`src/adc_seq_cfg.svh`:
```
// register offsets, field positions and reset values of the converter control
`ifndef ADC_SEQ_CFG_SVH
`define ADC_SEQ_CFG_SVH
`define ADC_OFF_ENABLE 8'h00
`define ADC_OFF_STATUS 8'h04
`define ADC_OFF_MODE 8'h08
`define ADC_OFF_TIMING 8'h0C
`define ADC_OFF_RESULT0 8'h10
`define ADC_BIT_OVF 2
`define ADC_RST_ENABLE 3'h0
`define ADC_RST_MODE 8'h00
`define ADC_RST_TIMING 6'h00
`define ADC_PTR_START 2'h3
`define ADC_RST_PTR 2'h0
`define ADC_CONV_CLOCK_DIVIDE_MAX 3'h5
`define ADC_DELAY_MAX 3'h6
`endif

```
`src/adc_seq_pkg.sv`:
```
// types shared by the converter control logic
package adc_seq_pkg;
    typedef enum logic [1:0] {ST_IDLE, ST_SAMPLE, ST_CONVERT} seq_state_e;
    typedef struct packed {
        logic irq_enable_bit;
        logic int_ref;
        logic converter_enable;
    } enable_s;
    typedef struct packed {
        logic start;
        logic res6;
        logic scan;
        logic continuous_bit;
        logic res3;
        logic [2:0] channel;
    } mode_s;
    typedef struct packed {
        logic [2:0] delay;
        logic [2:0] conv_clock_divide;
    } timing_s;
endpackage

```
`src/adc_sequencing_control.sv`:
```
// sequencing, timing and register logic of an eight-input converter
`timescale 1ns/100ps
`include "adc_seq_cfg.svh"
module adc_sequencing_control
    import adc_seq_pkg::*;
#(
    parameter int ADDR_W = 8,
    parameter int NUM_RESULTS = 4
)
(
    input wire logic ref_clk_i,
    input wire logic rst_n_i,
    input wire logic warm_reset_pin_i,
    input wire logic [ADDR_W-1:0] addr_i,
    input wire logic [7:0] wdata_i,
    input wire logic wr_i,
    input wire logic rd_i,
    output logic [7:0] rdata_o,
    input wire logic conv_done_i,
    input wire logic [7:0] conv_data_i,
    output logic [2:0] mux_channel_o,
    output logic conv_start_o,
    output logic conv_abort_o,
    output logic conv_clk_tick_o,
    output logic int_ref_on_o,
    output logic irq_o
);
    if (ADDR_W < 5 || ADDR_W > 8 || NUM_RESULTS != 4)
    begin : g_bad_params
        $error("unsupported address width or result count");
    end

    // -------------------------------------------------------------
    // decode helpers
    // -------------------------------------------------------------
    function automatic logic hit(input logic [ADDR_W-1:0] a, input logic [7:0] off);
        hit = (a == off[ADDR_W-1:0]);
    endfunction

    // ratio 2**code; reserved codes clamp to the largest legal value
    function automatic logic [6:0] pow2(input logic [2:0] code, input logic [2:0] lim);
        pow2 = 7'h01 << ((code > lim) ? lim : code);
    endfunction

    // -------------------------------------------------------------
    // reset release and state
    // -------------------------------------------------------------
    logic [1:0] rst_sync_reg;
    logic rst_n;
    enable_s enable_reg, enable_next;
    mode_s mode_reg, mode_next;
    timing_s timing_reg;
    seq_state_e state_reg, state_next;
    logic eoc_reg, eoc_next, ovf_reg;
    logic [1:0] ptr_reg, burst_reg;
    logic [2:0] chan_reg;
    logic [3:0] full_reg;
    logic [4:0] div_cnt_reg;
    logic [6:0] smp_cnt_reg;
    logic [7:0] result_mem [4];
    logic conv_start_reg, abort_reg, tick_reg, ref_reg, irq_reg;
    logic [7:0] rdata_reg;

    // release is synchronised so no flop leaves reset on a split edge
    always_ff @(posedge ref_clk_i or negedge rst_n_i)
    begin
        if (!rst_n_i)
            rst_sync_reg <= 2'b00;
        else
            rst_sync_reg <= {rst_sync_reg[0], 1'b1};
    end
    assign rst_n = rst_sync_reg[1];

    // -------------------------------------------------------------
    // bus decode
    // -------------------------------------------------------------
    wire wr_enable = wr_i && hit(addr_i, `ADC_OFF_ENABLE);
    wire wr_status = wr_i && hit(addr_i, `ADC_OFF_STATUS);
    wire wr_mode = wr_i && hit(addr_i, `ADC_OFF_MODE);
    wire wr_timing = wr_i && hit(addr_i, `ADC_OFF_TIMING);
    wire res_hit = (addr_i[ADDR_W-1:4] == `ADC_OFF_RESULT0 >> 4) && (addr_i[1:0] == 2'b00);
    wire [1:0] res_idx = addr_i[3:2];
    wire rd_res = rd_i && res_hit;
    wire wr_res = wr_i && res_hit && !enable_reg.converter_enable;

    // -------------------------------------------------------------
    // sequencing conditions
    // -------------------------------------------------------------
    wire warm = warm_reset_pin_i;
    wire busy = (state_reg != ST_IDLE);
    wire [6:0] ratio = pow2(timing_reg.conv_clock_divide, `ADC_CONV_CLOCK_DIVIDE_MAX);
    wire [6:0] delay_cyc = pow2(timing_reg.delay, `ADC_DELAY_MAX);
    wire tick = enable_reg.converter_enable && ({2'b00, div_cnt_reg} == ratio - 7'd1);
    wire done = (state_reg == ST_CONVERT) && conv_done_i;
    wire [1:0] wr_idx = ptr_reg + 2'd1;
    wire last_in_unit = !mode_reg.scan || (burst_reg == 2'd3);
    wire restart = done && last_in_unit && mode_reg.continuous_bit && mode_reg.start;
    wire stopping = done && last_in_unit && !restart;
    wire en_fall = enable_reg.converter_enable && !enable_next.converter_enable;
    wire start_rise = wr_mode && wdata_i[7] && !mode_reg.start
        && enable_reg.converter_enable && !busy;
    wire eoc_set = done && (wr_idx == 2'd3 || stopping);
    wire smp_go = (state_reg == ST_SAMPLE) && tick && (smp_cnt_reg == 7'd1);

    // enable register next value
    assign enable_next = warm ? enable_s'(`ADC_RST_ENABLE)
        : wr_enable ? enable_s'(wdata_i[2:0]) : enable_reg;

    // abort and warm reset outrank a same-cycle completion
    assign eoc_next = (warm || en_fall) ? 1'b0
        : eoc_set ? 1'b1
        : rd_res ? 1'b0 : eoc_reg;

    // mode register: software write first, then hardware clear of start
    always_comb
    begin
        mode_next = mode_reg;
        if (warm)
            mode_next = mode_s'(`ADC_RST_MODE);
        else if (en_fall)
            mode_next.start = 1'b0;
        else if (wr_mode)
        begin
            mode_next = mode_s'(wdata_i);
            mode_next.res3 = 1'b0;
            mode_next.res6 = 1'b0;
            mode_next.start = wdata_i[7] && enable_reg.converter_enable;
        end
        else if (stopping)
            mode_next.start = 1'b0;
    end

    // sequencer state transitions
    always_comb
    begin
        state_next = state_reg;
        unique case (state_reg)
            ST_IDLE:
                if (start_rise)
                    state_next = ST_SAMPLE;
            ST_SAMPLE:
                if (smp_go)
                    state_next = ST_CONVERT;
            ST_CONVERT:
                if (done && !last_in_unit)
                    state_next = ST_SAMPLE;
                else if (restart)
                    state_next = ST_SAMPLE;
                else if (stopping)
                    state_next = ST_IDLE;
        endcase
        if (warm || en_fall)
            state_next = ST_IDLE;
    end

    // -------------------------------------------------------------
    // control registers
    // -------------------------------------------------------------
    // timing reset clears the field bits; writes while enabled are trusted
    always_ff @(posedge ref_clk_i or negedge rst_n)
    begin
        if (!rst_n)
        begin
            enable_reg <= enable_s'(`ADC_RST_ENABLE);
            mode_reg <= mode_s'(`ADC_RST_MODE);
            timing_reg <= timing_s'(`ADC_RST_TIMING);
            state_reg <= ST_IDLE;
            eoc_reg <= 1'b0;
        end
        else
        begin
            enable_reg <= enable_next;
            mode_reg <= mode_next;
            timing_reg <= warm ? timing_s'(`ADC_RST_TIMING)
                : wr_timing ? timing_s'(wdata_i[5:0]) : timing_reg;
            state_reg <= state_next;
            eoc_reg <= eoc_next;
        end
    end

    // divider and sampling counter; divider phase is free running,
    // so the first sampling tick may come up to one ratio early
    always_ff @(posedge ref_clk_i or negedge rst_n)
    begin
        if (!rst_n)
        begin
            div_cnt_reg <= 5'd0;
            smp_cnt_reg <= 7'd0;
        end
        else
        begin
            div_cnt_reg <= (tick || !enable_reg.converter_enable) ? 5'd0
                : div_cnt_reg + 5'd1;
            if (start_rise || (done && state_next == ST_SAMPLE))
                smp_cnt_reg <= delay_cyc;
            else if (state_reg == ST_SAMPLE && tick)
                smp_cnt_reg <= smp_cnt_reg - 7'd1;
        end
    end

    // channel, burst position and result pointer
    always_ff @(posedge ref_clk_i or negedge rst_n)
    begin
        if (!rst_n)
        begin
            chan_reg <= 3'd0;
            burst_reg <= 2'd0;
            ptr_reg <= `ADC_RST_PTR;
        end
        else
        begin
            if (start_rise || restart)
            begin
                chan_reg <= mode_next.channel;
                burst_reg <= 2'd0;
            end
            else if (done && !last_in_unit)
            begin
                chan_reg <= chan_reg + 3'd1;
                burst_reg <= burst_reg + 2'd1;
            end
            // pointer is a status field, so a warm reset clears it too
            if (warm)
                ptr_reg <= `ADC_RST_PTR;
            else if (start_rise)
                ptr_reg <= `ADC_PTR_START;
            else if (done)
                ptr_reg <= wr_idx;
        end
    end

    // occupancy and overrun; a new result wins over a same-cycle read
    always_ff @(posedge ref_clk_i or negedge rst_n)
    begin
        if (!rst_n)
        begin
            full_reg <= 4'h0;
            ovf_reg <= 1'b0;
        end
        else
        begin
            for (int i = 0; i < 4; i++)
            begin
                if (done && wr_idx == 2'(i))
                    full_reg[i] <= 1'b1;
                else if ((rd_res && res_idx == 2'(i)) || en_fall || warm)
                    full_reg[i] <= 1'b0;
            end
            if (warm || en_fall)
                ovf_reg <= 1'b0;
            else if (done && full_reg[wr_idx])
                ovf_reg <= 1'b1;
            else if (wr_status && wdata_i[`ADC_BIT_OVF])
                ovf_reg <= 1'b0;
        end
    end

    // results carry no reset so a warm reset keeps them; software may
    // preload them while the converter is disabled
    always_ff @(posedge ref_clk_i)
    begin
        if (done)
            result_mem[wr_idx] <= conv_data_i;
        else if (wr_res)
            result_mem[res_idx] <= wdata_i;
    end

    // -------------------------------------------------------------
    // read path and outputs
    // -------------------------------------------------------------
    wire [7:0] status_byte = {2'b00, ptr_reg, 1'b0, ovf_reg, busy, eoc_reg};
    wire [7:0] rd_mux = hit(addr_i, `ADC_OFF_ENABLE) ? {5'd0, enable_reg}
        : hit(addr_i, `ADC_OFF_STATUS) ? status_byte
        : hit(addr_i, `ADC_OFF_MODE) ? mode_reg
        : hit(addr_i, `ADC_OFF_TIMING) ? {2'b00, timing_reg}
        : res_hit ? result_mem[res_idx] : 8'h00;

    // every output is a flop; interrupt follows next-state values
    always_ff @(posedge ref_clk_i or negedge rst_n)
    begin
        if (!rst_n)
        begin
            rdata_reg <= 8'h00;
            conv_start_reg <= 1'b0;
            abort_reg <= 1'b0;
            tick_reg <= 1'b0;
            ref_reg <= 1'b0;
            irq_reg <= 1'b0;
        end
        else
        begin
            rdata_reg <= rd_i ? rd_mux : 8'h00;
            conv_start_reg <= smp_go && !en_fall && !warm;
            abort_reg <= (en_fall || warm) && busy;
            tick_reg <= tick;
            ref_reg <= enable_next.int_ref && enable_next.converter_enable;
            irq_reg <= enable_next.irq_enable_bit && eoc_next;
        end
    end

    assign rdata_o = rdata_reg;
    assign mux_channel_o = chan_reg;
    assign conv_start_o = conv_start_reg;
    assign conv_abort_o = abort_reg;
    assign conv_clk_tick_o = tick_reg;
    assign int_ref_on_o = ref_reg;
    assign irq_o = irq_reg;
endmodule

```
`config.mk`:
```
export PLATFORM = sky130hd
export DESIGN_NAME = adc_sequencing_control
export DESIGN_NICKNAME = d
export VERILOG_FILES = /design/src/adc_seq_pkg.sv /design/src/adc_sequencing_control.sv
export VERILOG_INCLUDE_DIRS = /design/src
export SDC_FILE = /design/constraint.sdc
export NUM_CORES = 1
export LEC_CHECK = 0
export ABC_CLOCK_PERIOD_IN_PS = 2300
export BUFFER_PORTS_ARGS = -buffer_cell sky130_fd_sc_hd__buf_4
export CAP_MARGIN = 20
export CORE_UTILIZATION = 59
export CTS_CLUSTER_DIAMETER = 100
export CTS_CLUSTER_SIZE = 14
export DETAILED_ROUTE_END_ITERATION = 8
export GPL_ROUTABILITY_DRIVEN = 0
export PLACE_DENSITY = 0.8
export SETUP_SLACK_MARGIN = 0.05
export SYNTH_ARGS = -nofsm -noshare
export SYNTH_HDL_FRONTEND = slang
export SYNTH_SLANG_ARGS = --single-unit
```
`constraint.sdc`:
```
create_clock -name ref_clk_i -period 2.3 [get_ports ref_clk_i]
set_input_delay 0.115 -clock ref_clk_i [delete_from_list [all_inputs] [get_ports ref_clk_i]]
set_output_delay 0.115 -clock ref_clk_i [all_outputs]
set_load 0.01 [all_outputs]
```
==> impl_results.md <==
* CP arrival at 2.48 ns
* Number of port buffers at between 40 and 50
* Data required time of the worst path at 2.58 ns
* Most area-consuming cells after synthesis: dfrtp_1 (32%), edfxtp_1 (21%), mux4_2 (6.0%), mux2i_1 (5.1%), nor2_1 (3.7%)
* Max reg flops at 32
* Power density over cell area at ~570 nW/µm²
* Count of H-tree levels built during CTS at 3
* Largest net degree at the start of global routing at 48
* Combinational family with the most area after synthesis: simple AND/OR/NAND/NOR gates
* Overall die area at just under 8000 µm²
* Critical path fanouts, max at 7
* Final period util at a little over nine tenths
* RSZ-0062 raised after global routing: true
* Worst-skew pair later-pin latency at 0.37 ns
* Simple-Gate Fraction of Synth Area at between 15 and 20%
* Final number of hold-violating endpoints at 0
* Gate count after technology mapping at between 300 and 400
* Share of total power in sequential cells at 55.0%
* Routed Antenna Nets at 0
* Post-synthesis area per instance at 11.9 µm²
* Syn_nets at approximately 420
* Number of antenna repair diodes at 0
* Reg2reg start: div_cnt_reg[0]
* Power dissipated by switching net loads at 0.742 mW
* TritonCTS buffer count at 9
* Worst hold path type: primary input to register
* Core ar. at 7290 µm²
* Die height at 89.0 µm
* CTS Sinks at 89
* Sw Share at 24.5%
* Number of DRC violations after detailed routing at 0
* Initial standard-cell utilization of the core at 61.3%
* Router iterations before antenna repair at 5
* Max Transition Viols Final at 0
* Sequential-to-total area share from yosys stat at 53.4%
* Outcome: finished clean
* Clock-pin slew reported for the worst setup and hold paths after clock tree synthesis at roughly 0.090 ns
* Final layout net count at 482
* Horizontal die dimension at roughly 89 µm
* Netlist cell types at 62
* Remaining Overflow, GRT at 0
* Post-Route WL at 10100 µm
* Critical path type: register to register
* Kind of launch point of the worst setup path: register
* Launch instance of the worst min-delay path: wdata_i[3]
* Count of endpoints failing setup in the final report at 0
* Layout area overhead at 19.1%
* Placed Area at 4990 µm²
* Setup tns final at 0 ns
* Clock tree root driver cell: clkbuf_8
* Maximum buffer depth of the clock tree at 2
* Adder-cell area share of the yosys netlist at 3.36%
* DP HPWL at a little over 7000 µm
* Final critical delay including setup and external delays at 2.19 ns
* Via count of the first global-routing pass at 3079
* Final Skew at 0.0141 ns
* Worst-margin pin slew at 0.619 ns
* Clock network fraction of design power at 37.4%
* Part of the total power dissipated in combinational logic at 7.6%
* Worst reg2reg setup slack at 0.11 ns
* DR vias at 3268
* Post-synthesis cell type with the largest combined area: dfrtp_1
* Cell depth of the worst hold path at 3
* Num rows at 31
* R2R Path End: smp_cnt_reg[5]
* Largest voltage drop on the vdd net at 0.350 mV
* Leakage at about 2.3 nW
* Global-route wire length before repair at 15400 µm
* Most numerous cell in the Yosys netlist: dfrtp_1
* Share of the synthesized area in the top cell type at about a third
* Upper clock frequency limit at 456 MHz
* Synthesis Warnings at 0
* I/O Pins at between 40 and 50
* Post-synthesis async set-or-reset flop share at 64.0%
* Crit. End Element: register
* Leading register cell type out of synthesis: dfrtp_1
* Share of final-layout standard cells stronger than drive strength 1 at 28.8%
* Commonest cells in the netlist: dfrtp_1 (57), nor2_1 (44), edfxtp_1 (32)
* Average wire per standard cell at 18.6 µm
* Number of storage elements in the synthesis netlist at 89
* Share of cell area taken by muxes after synthesis at between 10% and 20%
* Internal at ~2.3 mW
* Synthesized cell area at 4470 µm²
* Headroom to the max-slew limit at 58.6%
* Antenna violations before repair at 0
* All-layer global routing usage at between 20% and 30%
* Avg Vias per Cell at 6.01
* Share of the synthesized netlist area taken by xor and xnor gates at under 10%
* Worst reg-to-reg path cell count at 8
* Number of maximum-capacitance constraint violations at 0
* Hold Path End: timing_reg[3]
* Number of enable-type register cells in the synthesized netlist at 32
* TritonCTS clock tree: built
* Non-Filler Cell Area, Final at 5320 µm²
* Compound-Gate Fraction of Synth Area at 7.81%
* DR iter-0 viols at between 200 and 300
## through the flow
| stage | hold slack [ns] | util (%) | setup WS [ns] | total power [mW] | std cells |
|---|---|---|---|---|---|
| finish | 0.0191 | 73.0 | 0.106 | 3.02 | 544 |
| floorplan | -0.181 | - | 0.0144 | 1.82 | 376 |
| global placement | -0.103 | 68.5 | 0.172 | 1.90 | 520 |
| global route | 0.0415 | 73.0 | 0.0167 | 3.12 | 544 |
| CTS | 0.0149 | 71.5 | 0.0596 | 3.03 | 537 |
| detailed placement | -0.0984 | 68.5 | 0.0876 | 1.91 | 520 |
## worst max-delay path, cell delays in order, from the launching register on
cell and delay (ns):
dfrtp_1 0.44, inv_2 0.08, a2111oi_2 0.37, o22ai_1 0.26
nor2_4 0.25, a31oi_2 0.16, a21oi_4 0.24, buf_12 0.15
mux2i_1 0.18
## kinds of logic after synthesis
logic type,count (synthesis)
flip-flops,89
other,1
adder cells (fa/ha/maj),12
XOR/XNOR,14
AND/OR/NAND/NOR,137
AO/OA/AOI/OAI,51
multiplexers,44
buffers and inverters,28
## worst max-delay path by stage
| stage | from | endpoint | slack [ns] | cells after the start |
|---|---|---|---|---|
| floorplan | ptr_reg[0] | result_mem[0][0] | 0.01 | 4 |
| global placement | smp_cnt_reg[2] | smp_cnt_reg[2] | 0.17 | 7 |
| detailed placement | div_cnt_reg[0] | smp_cnt_reg[5] | 0.09 | 7 |
| CTS | div_cnt_reg[0] | smp_cnt_reg[5] | 0.06 | 7 |
| global route | state_reg[0] | smp_cnt_reg[4] | 0.02 | 10 |
| finish | div_cnt_reg[0] | smp_cnt_reg[5] | 0.11 | 8 |
## timing repair
item,CTS,global route
setup endpoints to repair,0,67
resized for setup,0,9
hold buffers,1,0
setup buffers,0,7
endpoints found under the hold margin,2,0
## cell type report
type                            count  area, µm²
Sequential cell                    89       2390
Multi-Input combinational cell    259       2010
Fill cell                         514       1970
Timing Repair Buffer               71        548
Clock buffer                        9        124
Tap cell                           99        124
Clock inverter                      7       86.3
Inverter                           10       37.5
## placed cells by master, fill, tap and decap left out, drive strengths merged, types with 7 or more instances in the layout
| cell | instances |
|---|---|
| clkbuf | 9 |
| nand3 | 14 |
| edfxtp | 32 |
| ha | 12 |
| a21oi | 16 |
| nor3 | 10 |
| mux2 | 9 |
| buf | 70 |
| dfrtp | 57 |
| nor2 | 45 |
| xor2 | 10 |
| and2 | 7 |
| o21ai | 11 |
| nand2 | 27 |
| mux2i | 23 |
| mux4 | 12 |
| inv | 13 |
## metal layers
metal | wire (µm) | GRT usage (%)
met1 | 4110 | 35.8
met2 | 5140 | 44.9
met3 | 699 | 5.08
met4 | 153 | 10.7
met5 | 0 | 0
## power by group through the flow
| stage | logic [mW] | clock network [mW] | registers (mW) |
|---|---|---|---|
| finish | 0.230 | 1.13 | 1.66 |
| global route | 0.252 | 1.20 | 1.67 |
| CTS | 0.214 | 1.15 | 1.66 |
| detailed placement | 0.211 | 0 | 1.70 |
| global placement | 0.206 | 0 | 1.70 |
| floorplan | 0.109 | 0 | 1.71 |
Power figures use the tool's default switching activity.
